`config.mk`:
```
export PLATFORM = sky130hd
export DESIGN_NAME = iatr_regs
export DESIGN_NICKNAME = d
export VERILOG_FILES = /design/src/rtl/iatr_pkg.sv /design/src/rtl/iatr_regs.sv
export SDC_FILE = /design/constraint.sdc
export NUM_CORES = 1
export LEC_CHECK = 0
export BUFFER_PORTS_ARGS = -buffer_cell sky130_fd_sc_hd__buf_2
export CAP_MARGIN = 10
export CELL_PAD_IN_SITES_DETAIL_PLACEMENT = 0
export CELL_PAD_IN_SITES_GLOBAL_PLACEMENT = 1
export CORE_MARGIN = 5
export CORE_UTILIZATION = 40
export CTS_BUF_LIST = sky130_fd_sc_hd__clkbuf_8 sky130_fd_sc_hd__clkbuf_16
export CTS_CLUSTER_SIZE = 40
export DETAILED_ROUTE_END_ITERATION = 6
export PLACE_DENSITY = 0.8
export REMOVE_ABC_BUFFERS = 1
export SYNTH_ARGS = -nofsm -noshare
export SYNTH_HDL_FRONTEND = slang
export SYNTH_SLANG_ARGS = --single-unit
```
`constraint.sdc`:
```
create_clock -name sys_clk_in -period 3.8 [get_ports sys_clk_in]
set_input_delay 0.76 -clock sys_clk_in [delete_from_list [all_inputs] [get_ports sys_clk_in]]
set_output_delay 0.76 -clock sys_clk_in [all_outputs]
set_load 0.005 [all_outputs]
```
`src/rtl/iatr_pkg.sv`:
```
// package: register map, field layout and bus carriers of the input alarm threshold slice
package iatr_pkg;

    // ------------------------------------------------------------
    // bus and data widths
    // ------------------------------------------------------------
    localparam int ADDR_W = 6;
    localparam int DATA_W = 32;
    localparam int SAMPLE_W = 16;
    localparam int CMP_W = 12;

    // ------------------------------------------------------------
    // register byte addresses
    // ------------------------------------------------------------
    localparam logic [ADDR_W-1:0] STATUS_OFS = 6'h20;
    localparam logic [ADDR_W-1:0] UPPER_OFS = 6'h24;
    localparam logic [ADDR_W-1:0] LOWER_OFS = 6'h28;
    localparam logic [ADDR_W-1:0] IRQ_STAT_OFS = 6'h30;
    localparam logic [ADDR_W-1:0] IRQ_MASK_OFS = 6'h34;

    // ------------------------------------------------------------
    // field positions
    // ------------------------------------------------------------
    localparam int HYST_MSB = 31;
    localparam int HYST_LSB = 24;
    localparam int HYST_AMT_MSB = 31;
    localparam int HYST_AMT_LSB = 30;
    localparam int LIMIT_MSB = 15;
    localparam int LIMIT_CMP_LSB = 4;
    localparam int ST_ACTIVE_LO_BIT = 11;
    localparam int ST_ACTIVE_HI_BIT = 10;
    localparam int ST_TRIP_LO_BIT = 5;
    localparam int ST_TRIP_HI_BIT = 4;
    localparam int ST_SUMMARY_BIT = 0;
    localparam int IRQ_HI_BIT = 0;
    localparam int IRQ_LO_BIT = 1;
    localparam int IRQ_W = 2;

    // ------------------------------------------------------------
    // reset values
    // ------------------------------------------------------------
    localparam logic [7:0] HYST_RST = 8'h00;
    localparam logic [15:0] UPPER_LIMIT_RST = 16'hffff;
    localparam logic [15:0] LOWER_LIMIT_RST = 16'h0000;
    localparam logic [IRQ_W-1:0] IRQ_MASK_RST = 2'h0;
    localparam logic [DATA_W-1:0] UNMAPPED_READ = 32'h0000_0000;

    // ------------------------------------------------------------
    // carriers
    // ------------------------------------------------------------
    typedef struct packed {
        logic read;
        logic write;
        logic [ADDR_W-1:0] address;
        logic [DATA_W-1:0] writedata;
        logic [3:0] byteenable;
    } iatr_avl_req_type;

    typedef struct packed {
        logic valid;
        logic [SAMPLE_W-1:0] data;
    } iatr_sample_type;

    typedef struct packed {
        logic active_hi;
        logic active_lo;
        logic tripped_hi;
        logic tripped_lo;
        logic summary;
    } iatr_flags_type;

endpackage

```
`src/rtl/iatr_regs.sv`:
```
// input alarm threshold registers with hysteresis comparator, alarm status and interrupt
module iatr_regs
    import iatr_pkg::*;
(
    input wire logic sys_clk_in,
    input wire logic rstn_in,
    input wire iatr_avl_req_type avl_req_in,
    output logic [DATA_W-1:0] avl_readdata_out,
    output logic avl_waitrequest_out,
    input wire iatr_sample_type sample_in,
    output iatr_flags_type flags_out,
    output logic irq_out
);

    // ------------------------------------------------------------
    // state
    // ------------------------------------------------------------
    typedef struct packed {
        logic ack;
        logic [DATA_W-1:0] rdata;
        logic [7:0] hyst;
        logic [15:0] upper;
        logic [15:0] lower;
        logic active_hi;
        logic active_lo;
        logic tripped_hi;
        logic tripped_lo;
        logic [IRQ_W-1:0] irq_stat;
        logic [IRQ_W-1:0] irq_mask;
        logic summary;
        logic irq;
    } iatr_state_type;

    localparam iatr_state_type STATE_RST = '{
        ack: 1'b0,
        rdata: UNMAPPED_READ,
        hyst: HYST_RST,
        upper: UPPER_LIMIT_RST,
        lower: LOWER_LIMIT_RST,
        active_hi: 1'b0,
        active_lo: 1'b0,
        tripped_hi: 1'b0,
        tripped_lo: 1'b0,
        irq_stat: '0,
        irq_mask: IRQ_MASK_RST,
        summary: 1'b0,
        irq: 1'b0
    };

    iatr_state_type state_reg;
    iatr_state_type state_next;

    // ------------------------------------------------------------
    // helpers
    // ------------------------------------------------------------
    // merge a 32-bit write into a stored word, one byte lane at a time
    function automatic logic [DATA_W-1:0] merge_bytes(
        input logic [DATA_W-1:0] old_word,
        input logic [DATA_W-1:0] new_word,
        input logic [3:0] lanes
    );
        logic [DATA_W-1:0] res;
        res = old_word;
        for (int i = 0; i < 4; i++) begin
            if (lanes[i]) begin
                res[i*8 +: 8] = new_word[i*8 +: 8];
            end
        end
        return res;
    endfunction

    // the comparable part of a 16-bit limit or sample
    function automatic logic [CMP_W:0] cmp_part(input logic [15:0] value);
        return {1'b0, value[LIMIT_MSB:LIMIT_CMP_LSB]};
    endfunction

    // word index of a byte address; the two low bits only pick a byte lane
    function automatic logic [ADDR_W-1:2] word_of(input logic [ADDR_W-1:0] addr);
        return addr[ADDR_W-1:2];
    endfunction

    // ------------------------------------------------------------
    // word packing
    // ------------------------------------------------------------
    // hysteresis byte on top, 16-bit limit below; bits 23-16 always read zero
    function automatic logic [DATA_W-1:0] limit_word(
        input logic [7:0] hyst_byte,
        input logic [15:0] limit
    );
        logic [DATA_W-1:0] res;
        res = '0;
        res[HYST_MSB:HYST_LSB] = hyst_byte;
        res[LIMIT_MSB:0] = limit;
        return res;
    endfunction

    // status word: active and tripped flags with the summary bit
    function automatic logic [DATA_W-1:0] status_word(input iatr_state_type st);
        logic [DATA_W-1:0] res;
        res = '0;
        res[ST_ACTIVE_LO_BIT] = st.active_lo;
        res[ST_ACTIVE_HI_BIT] = st.active_hi;
        res[ST_TRIP_LO_BIT] = st.tripped_lo;
        res[ST_TRIP_HI_BIT] = st.tripped_hi;
        res[ST_SUMMARY_BIT] = st.summary;
        return res;
    endfunction

    // interrupt register bits, zero-extended to a bus word
    function automatic logic [DATA_W-1:0] irq_word(input logic [IRQ_W-1:0] bits);
        return {{(DATA_W-IRQ_W){1'b0}}, bits};
    endfunction

    // ------------------------------------------------------------
    // alarm helpers
    // ------------------------------------------------------------
    // one hysteresis alarm: set past the limit, cleared only once back inside by the margin
    function automatic logic alarm_next(
        input logic active,
        input logic valid,
        input logic past_limit,
        input logic back_inside
    );
        logic res;
        res = active;
        if (valid) begin
            if (past_limit) begin
                res = 1'b1;
            end else if (back_inside) begin
                res = 1'b0;
            end
        end
        return res;
    endfunction

    // sticky bits: a set in the same cycle as a clear wins
    function automatic logic [1:0] sticky_next(
        input logic [1:0] old_bits,
        input logic [1:0] clear_bits,
        input logic [1:0] set_bits
    );
        return (old_bits & ~clear_bits) | set_bits;
    endfunction

    // ------------------------------------------------------------
    // read view of the registers
    // ------------------------------------------------------------
    logic [DATA_W-1:0] upper_view;
    logic [DATA_W-1:0] lower_view;
    logic [DATA_W-1:0] status_view;
    logic [DATA_W-1:0] read_mux;

    always_comb begin
        upper_view = limit_word(state_reg.hyst, state_reg.upper);
        lower_view = limit_word(8'h00, state_reg.lower); // upper half reads zero
        status_view = status_word(state_reg);
    end

    always_comb begin
        read_mux = UNMAPPED_READ;
        unique case (word_of(avl_req_in.address))
            STATUS_OFS[ADDR_W-1:2]: read_mux = status_view;
            UPPER_OFS[ADDR_W-1:2]: read_mux = upper_view;
            LOWER_OFS[ADDR_W-1:2]: read_mux = lower_view;
            IRQ_STAT_OFS[ADDR_W-1:2]: read_mux = irq_word(state_reg.irq_stat);
            IRQ_MASK_OFS[ADDR_W-1:2]: read_mux = irq_word(state_reg.irq_mask);
            default: read_mux = UNMAPPED_READ;
        endcase
    end

    // ------------------------------------------------------------
    // comparator
    // ------------------------------------------------------------
    logic [CMP_W:0] sample_cmp;
    logic [CMP_W:0] upper_cmp;
    logic [CMP_W:0] lower_cmp;
    logic [CMP_W:0] hyst_amt;
    logic above_upper;
    logic below_upper_hyst;
    logic below_lower;
    logic above_lower_hyst;

    always_comb begin
        sample_cmp = cmp_part(sample_in.data);
        upper_cmp = cmp_part(state_reg.upper);
        lower_cmp = cmp_part(state_reg.lower);
        hyst_amt = {{(CMP_W-1){1'b0}}, state_reg.hyst[7:6]};
        above_upper = sample_cmp > upper_cmp;
        below_upper_hyst = (sample_cmp + hyst_amt) < upper_cmp;
        below_lower = sample_cmp < lower_cmp;
        above_lower_hyst = sample_cmp > (lower_cmp + hyst_amt);
    end

    // ------------------------------------------------------------
    // next state
    // ------------------------------------------------------------
    logic req;
    logic hit;
    logic wr_hit;
    logic rd_hit;
    logic [ADDR_W-1:2] word_addr;
    logic [DATA_W-1:0] upper_merged;
    logic [DATA_W-1:0] lower_merged;
    logic [IRQ_W-1:0] rise;
    logic [IRQ_W-1:0] w1c;
    logic [1:0] trip_clear;

    always_comb begin
        state_next = state_reg;
        req = avl_req_in.read | avl_req_in.write;
        hit = req & state_reg.ack;
        wr_hit = hit & avl_req_in.write;
        rd_hit = hit & avl_req_in.read;
        word_addr = word_of(avl_req_in.address);
        upper_merged = merge_bytes(upper_view, avl_req_in.writedata, avl_req_in.byteenable);
        lower_merged = merge_bytes(lower_view, avl_req_in.writedata, avl_req_in.byteenable);
        rise = '0;
        w1c = '0;
        trip_clear = '0;

        // bus handshake: one wait cycle, data captured in it
        state_next.ack = req & ~state_reg.ack;
        if (req & ~state_reg.ack) begin
            state_next.rdata = avl_req_in.read ? read_mux : UNMAPPED_READ;
        end

        // register writes
        if (wr_hit) begin
            unique case (word_addr)
                UPPER_OFS[ADDR_W-1:2]: begin
                    state_next.hyst = upper_merged[HYST_MSB:HYST_LSB];
                    state_next.upper = upper_merged[LIMIT_MSB:0];
                end
                LOWER_OFS[ADDR_W-1:2]: begin
                    state_next.lower = lower_merged[LIMIT_MSB:0];
                end
                IRQ_STAT_OFS[ADDR_W-1:2]: begin
                    w1c = avl_req_in.writedata[IRQ_W-1:0];
                end
                IRQ_MASK_OFS[ADDR_W-1:2]: begin
                    state_next.irq_mask = avl_req_in.writedata[IRQ_W-1:0];
                end
                default: begin
                end
            endcase
        end

        // reading status clears only the tripped flags that were reported
        if (rd_hit && word_addr == STATUS_OFS[ADDR_W-1:2]) begin
            trip_clear[0] = state_reg.rdata[ST_TRIP_HI_BIT];
            trip_clear[1] = state_reg.rdata[ST_TRIP_LO_BIT];
        end

        // hysteresis comparator on each valid sample
        state_next.active_hi = alarm_next(state_reg.active_hi, sample_in.valid, above_upper,
            below_upper_hyst);
        state_next.active_lo = alarm_next(state_reg.active_lo, sample_in.valid, below_lower,
            above_lower_hyst);
        rise[IRQ_HI_BIT] = state_next.active_hi & ~state_reg.active_hi;
        rise[IRQ_LO_BIT] = state_next.active_lo & ~state_reg.active_lo;

        // tripped flags: an alarm that is still active wins over a read clear
        {state_next.tripped_lo, state_next.tripped_hi} = sticky_next(
            {state_reg.tripped_lo, state_reg.tripped_hi}, trip_clear,
            {state_next.active_lo, state_next.active_hi});
        state_next.summary = state_next.tripped_hi | state_next.tripped_lo;

        // sticky interrupt status: set wins over write-one-to-clear
        state_next.irq_stat = sticky_next(state_reg.irq_stat, w1c, rise);
        state_next.irq = |(state_next.irq_stat & state_next.irq_mask);
    end

    // ------------------------------------------------------------
    // registers
    // ------------------------------------------------------------
    always_ff @(posedge sys_clk_in or negedge rstn_in) begin
        if (!rstn_in) begin
            state_reg <= STATE_RST;
        end else begin
            state_reg <= state_next;
        end
    end

    // ------------------------------------------------------------
    // outputs
    // ------------------------------------------------------------
    assign avl_waitrequest_out = (avl_req_in.read | avl_req_in.write) & ~state_reg.ack;
    assign avl_readdata_out = state_reg.rdata;
    assign flags_out = '{
        active_hi: state_reg.active_hi,
        active_lo: state_reg.active_lo,
        tripped_hi: state_reg.tripped_hi,
        tripped_lo: state_reg.tripped_lo,
        summary: state_reg.summary
    };
    assign irq_out = state_reg.irq;

endmodule // iatr_regs
```
==> flow_metrics.py, run 1 <==
metrics = {
    "synthesis": {
        "synth_top_flop_cell": "dfrtp_1",
        "yosys-top-cells-count": "nand2_1 (64), dfrtp_1 (59), ha_1 (50)",
        "yosys-top-cells-area": "dfrtp_1 (30%), ha_1 (13%), dfstp_2 (8.6%), buf_4 (6.0%), nand2_1 (4.9%)",
        "yosysMostFrequentCell": "nand2_1",
        "async_reset_ff_share_pct": 100.0,
        "synth-seq-area-share_pct": 38.98,
        "yosys.area_share.simple_pct": 15.17,
        "synth-seq-cells": 75,
        "synthAdderAreaFrac_pct": 13.68,
        "syn_inst": 499,
        "synth-compound-area-share_pct": 14.55,
        "muxShareOfSynthArea_pct": 4.166,
        "avgSynthCellArea_um2": 9.751,
        "synth_edf_count": 0,
        "synth_top_family_by_area": "simple AND/OR/NAND/NOR gates",
        "synth_xor_area_share_pct": 3.600,
        "netlist_area_um2": 4866,
        "synth_warnings": 0,
        "synth_top_cell_area_share_pct": 30.34,
        "synth.distinct_cells": 55,
        "yosysTopAreaCell": "dfrtp_1",
    },
    "min_path": {
        "min_path_type": "reg2reg",
        "hp-start": "avl_readdata_out[6]",
    },
    "critical_path": {
        "endpoint": "flags_out[0]",
        "rr_worst_depth": 13,
        "cp-start-kind": "flip-flop",
        "cp_max_fo": 4,
        "worstSetupStartpoint": "lower_cmp[0]",
        "slowest_stage": "nor3_1",
        "reg2reg_slack_ns": 0.56,
        "end_kind": "flip-flop",
        "slowest_delay_ns": 0.47,
        "crit_path_cell_trace": "ha_1 -> inv_1 -> fa_1 -> nor3_1 -> nand4_1 -> xnor2_1 -> ha_1 -> nand3_1 -> nor2_1 -> o221ai_1 -> o211ai_1 -> and4_1 -> nand4_1",
        "crit_type": "reg2reg",
        "reg2reg_to": "flags_out[0]",
        "cp.arrival_ns": 3.42,
        "r2r-start": "lower_cmp[0]",
        "crit_required_ns": 3.98,
    },
    "die": {
        "die_area_um2": 14470,
        "num_rows": 40,
        "die_w_um": 120.3,
        "core-area_um2": 11960,
        "io_pins": 102,
        "die_h_um": 120.3,
        "initial_core_util_pct": 40.68,
    },
    "routing": {
        "ant_nets": 0,
        "drc": 0,
        "via_count": 3735,
        "drtIter0Drc": 231,
        "viasPerCell": 5.343,
        "routed_wl_mm": 12.10,
        "drt_pass1_iterations": 4,
        "post_drt_wl_per_cell_um": 17.31,
    },
    "grt": {
        "grt_usage_pct": 17.17,
        "grt_pass1_vias": 3894,
        "grt_pass1_wl_mm": 19.75,
        "gr-total-overflow": 0,
        "grt_max_degree": 76,
        "antenna_found_initial": 0,
    },
    "sta": {
        "rsz0062_at_grt": "false",
        "hold_ws_ns": 0.4778,
        "drv_slew": 0,
        "finalSetupViolCount": 0,
        "period_needed_ns": 3.240,
        "fmax_ghz": 0.3086,
        "timing.slew.headroom_pct": 36.76,
        "period_share_pct": 85.27,
        "worst_pin_slew_ns": 0.9485,
        "fin_skew_ns": 0.007267,
        "hold_viol_final": 0,
        "tns_ns": 0,
    },
    "clock_tree": {
        "cts_tree": "done",
        "clock_path_buffers": 2,
        "clk_pin_slew_worst_paths_ns": 0.06,
        "clock_latency_ns": 0.33,
        "cts_resized": 0,
        "clkSinkCount": 75,
        "root_buffer": "clkbuf_16",
        "h-tree-depth": 3,
        "numCtsBuffers": 9,
        "postCtsSetupRepairBufs": 0,
        "ctsHoldBuffers": 0,
    },
    "pwr": {
        "power_leakage_nw": 2.624,
        "ir_worst_vdd_mv": 0.2239,
        "power.density_nw_per_um2": 485.3,
    },
    "placed_design": {
        "dp_cells": 683,
        "gp_congestion": 0.8222,
        "port_buffers": 78,
        "hpwl_mm": 9.445,
    },
    "final_layout": {
        "largest_reg_flops": 27,
        "post-route-util_pct": 45.30,
        "area_delta_synth_final_pct": 11.37,
        "layoutNonFillerInstCount": 699,
        "final_nets": 662,
        "diodes": 0,
        "fillers": 1166,
        "seqCellArea_um2": 1897,
        "drive_gt1_share_pct": 25.18,
        "multi_input_area_um2": 2520,
    },
    "status": {
        "status": "finished clean",
    },
    "run": {
        "maxCapViolations": 0,
    },
}
placed cells by master (no fill, tap or decap), types with 10 or more instances in the layout:
cell / count
xnor2_1: 17
inv_1: 29
nand3_1: 17
a22oi_1: 12
a22o_1: 10
nand2_1: 64
a21oi_1: 11
buf_2: 77
nand4_1: 11
nor2_1: 14
dfstp_2: 16
mux2_2: 16
o21ai_0: 47
dfrtp_1: 59
ha_1: 50
metal layers:
layer	vias up	routed length [µm]	GRT usage [%]
met2	92	5658	28.52
met5	-	0	0
met4	0	122	4.816
met1	1801	5777	22.92
li1	1831	-	-
met3	11	542	3.321
report_power, final:
part	internal [mW]	switching [mW]	total, mW
logic	0.322	0.429	0.752
clock network	0.506	0.340	0.846
registers	0.935	0.0964	1.03
critical path, delay by kind of cell, from the launching register on:
family | cells | cell delay (ns)
AND/OR/NAND/NOR | 6 | 1.30
adder cells (fa/ha/maj) | 3 | 0.94
flip-flops | 1 | 0.41
AO/OA/AOI/OAI | 2 | 0.24
XOR/XNOR | 1 | 0.16
buffers and inverters | 1 | 0.05
per-stage QoR:
| stage | cell area, µm² | power (mW) | setup WS, ns |
|---|---|---|---|
| after floorplan | 4527 | 1.529 | 0.9917 |
| after global placement | 5126 | 1.763 | 0.5478 |
| after detailed placement | 5126 | 1.795 | 0.4844 |
| after CTS | 5419 | 2.648 | 0.5332 |
| after global routing | 5419 | 2.818 | 0.2025 |
| final | 5419 | 2.630 | 0.5598 |
worst min-delay path by stage:
stage	endpoint	slack, ns	cells after the start
6_report	avl_readdata_out[6]	0.48	2
3_3_place_gp	avl_readdata_out[0]	0.46	2
2_1_floorplan	avl_readdata_out[0]	0.46	0
5_1_grt	avl_readdata_out[24]	0.50	1
3_5_place_dp	avl_readdata_out[8]	0.47	2
4_1_cts	avl_readdata_out[8]	0.48	2
cells by family (layout without fill, tap and decap cells):
family          count (synthesis)  in the layout
simple gates                  142            142
other cells                     1              8
buf+inv                        80            126
flops                          75             75
xor+xnor                       20             20
mux                            18             18
compound gates                111            111
fa+ha+maj                      52             52
area by class of cell:
class                           count  area share (%)
Multi-Input combinational cell    351           46.50
Sequential cell                    75           35.00
Timing Repair Buffer               81           7.666
Clock buffer                        9           4.156
Tap cell                          147           3.394
Inverter                           29           2.032
Clock inverter                      7           1.247
(Power assumes the default switching activity.)
==> run 2, diff against run 1 <==
Settings changed: PLACE_DENSITY 0.8 to default, PLACE_DENSITY_LB_ADDON from default to 0.2, SKIP_CTS_REPAIR_TIMING from default to 1.
==> run 2 against run 1 <==
Wire length rose by 2.2%. Count of clock-buffer cells in the layout rose by 1. Sequential power barely moved. Largest power group unchanged. Highest routed layer unchanged.
==> flow_metrics.py, run 2 (synthesis results as in run 1) <==
metrics = {
    "status": {
        "status": "finished clean",
    },
    "die": {
        "io_pins": 102,
        "die_area_um2": 14470,
        "initial_core_util_pct": 40.68,
        "die_w_um": 120.3,
        "num_rows": 40,
        "core-area_um2": 11960,
        "die_h_um": 120.3,
    },
    "sta": {
        "tns_ns": 0,
        "rsz0062_at_grt": "false",
        "hold_ws_ns": 0.4691,
        "drv_slew": 0,
        "hold_viol_final": 0,
        "worst_pin_slew_ns": 0.9518,
        "finalSetupViolCount": 0,
        "fin_skew_ns": 0.005213,
        "period_needed_ns": 3.263,
        "fmax_ghz": 0.3065,
        "timing.slew.headroom_pct": 36.55,
        "period_share_pct": 85.86,
    },
    "pwr": {
        "power.density_nw_per_um2": 477.7,
        "ir_worst_vdd_mv": 0.2263,
        "power_leakage_nw": 2.624,
    },
    "grt": {
        "grt_usage_pct": 17.99,
        "grt_max_degree": 76,
        "grt_pass1_vias": 3819,
        "antenna_found_initial": 0,
        "grt_pass1_wl_mm": 20.22,
        "gr-total-overflow": 0,
    },
    "min_path": {
        "hp-start": "avl_readdata_out[3]",
        "whs_endpoint": "avl_readdata_out[3]",
        "min_path_type": "reg2reg",
        "hold_depth": 2,
    },
    "critical_path": {
        "reg2reg_slack_ns": 0.54,
        "end_kind": "flip-flop",
        "crit_type": "reg2reg",
        "cp-start-kind": "flip-flop",
        "r2r-start": "lower_cmp[0]",
        "cp_max_fo": 4,
        "reg2reg_to": "flags_out[0]",
        "cp.arrival_ns": 3.44,
        "crit_required_ns": 3.98,
        "rr_worst_depth": 13,
    },
    "final_layout": {
        "mostFrequentLayoutCells": "buf_2 (77), nand2_1 (64), dfrtp_1 (59)",
        "area_delta_synth_final_pct": 11.24,
        "final_nets": 663,
        "diodes": 0,
        "layoutNonFillerInstCount": 700,
        "fillers": 1163,
        "drive_gt1_share_pct": 25.50,
        "seqCellArea_um2": 1897,
        "fin_area_um2": 5413,
        "multi_input_area_um2": 2520,
        "layout_commonest_cell": "buf_2",
        "largest_reg_flops": 27,
    },
    "placed_design": {
        "placed_area_um2": 5134,
        "port_buffers": 78,
        "dp_cells": 684,
        "hpwl_mm": 9.700,
        "gp_congestion": 0.8199,
    },
    "routing": {
        "drc": 0,
        "ant_nets": 0,
        "post_drt_wl_per_cell_um": 17.67,
        "drtIter0Drc": 262,
        "drt_pass1_iterations": 4,
        "viasPerCell": 5.281,
        "routed_wl_mm": 12.37,
        "via_count": 3697,
    },
    "clock_tree": {
        "clk_pin_slew_worst_paths_ns": 0.06,
        "cts_tree": "done",
        "root_buffer": "clkbuf_16",
        "clkSinkCount": 75,
        "clock_path_buffers": 2,
        "clock_latency_ns": 0.33,
        "numCtsBuffers": 9,
        "h-tree-depth": 3,
    },
    "run": {
        "maxCapViolations": 0,
    },
}
-- run 2: cell count changes in the layout (fill, tap and decap cells not counted) --
cell,previous run,this run
buf_4,4,5
bufinv_16,1,0
clkbuf_8,0,1
clkinv_2,3,4
clkinv_4,0,1
clkinvlp_4,2,1
inv_1,29,28
-- run 2: cell type report --
class	instances	area share, %
Sequential cell	75	35.04
Inverter	29	2.034
Multi-Input combinational cell	351	46.56
Clock buffer	10	4.415
Tap cell	147	3.398
Timing Repair Buffer	82	7.813
Clock inverter	6	0.7397
-- run 2: how the worst max path moves through the flow --
stage / from / endpoint / slack (ns) / depth (start not counted)
6_report: lower_cmp[0] / flags_out[0] / 0.54 / 13
5_1_grt: lower_cmp[0] / flags_out[0] / 0.25 / 13
4_1_cts: lower_cmp[0] / flags_out[0] / 0.50 / 13
3_5_place_dp: sample_in[5] / flags_out[0] / 0.41 / 13
3_3_place_gp: sample_in[4] / flags_out[0] / 0.46 / 13
2_1_floorplan: sample_in[4] / flags_out[0] / 0.99 / 11
-- run 2: per-layer routing --
layer / track usage, % / routed length [µm]
met5: 0 / 0
met4: 5.807 / 161
met3: 4.303 / 633
met2: 28.21 / 5747
met1: 24.59 / 5829
-- run 2: report_power, final --
group / total (mW) / internal [mW] / switching, mW
Combinational: 0.758 / 0.324 / 0.434
Sequential: 1.03 / 0.936 / 0.0976
Clock: 0.794 / 0.459 / 0.335
-- run 2: through the flow --
stage	worst slack, ns	utilization [%]	power, mW
final	0.5374	45.25	2.586
after global routing	0.2520	45.25	2.791
after CTS	0.5044	45.25	2.632
after global placement	0.4600	42.92	1.790
after floorplan	0.9917	-	1.529
after detailed placement	0.4090	42.92	1.814
-- run 2: worst max-delay path, cell delays in order, from the launching register on --
cell and delay (ns):
dfrtp_1 0.45, ha_1 0.20, inv_1 0.05, fa_1 0.44, nor3_1 0.47, nand4_1 0.17
xnor2_1 0.16, ha_1 0.30, nand3_1 0.11, nor2_1 0.17, o221ai_1 0.14, o211ai_1 0.10
and4_1 0.26, nand4_1 0.10
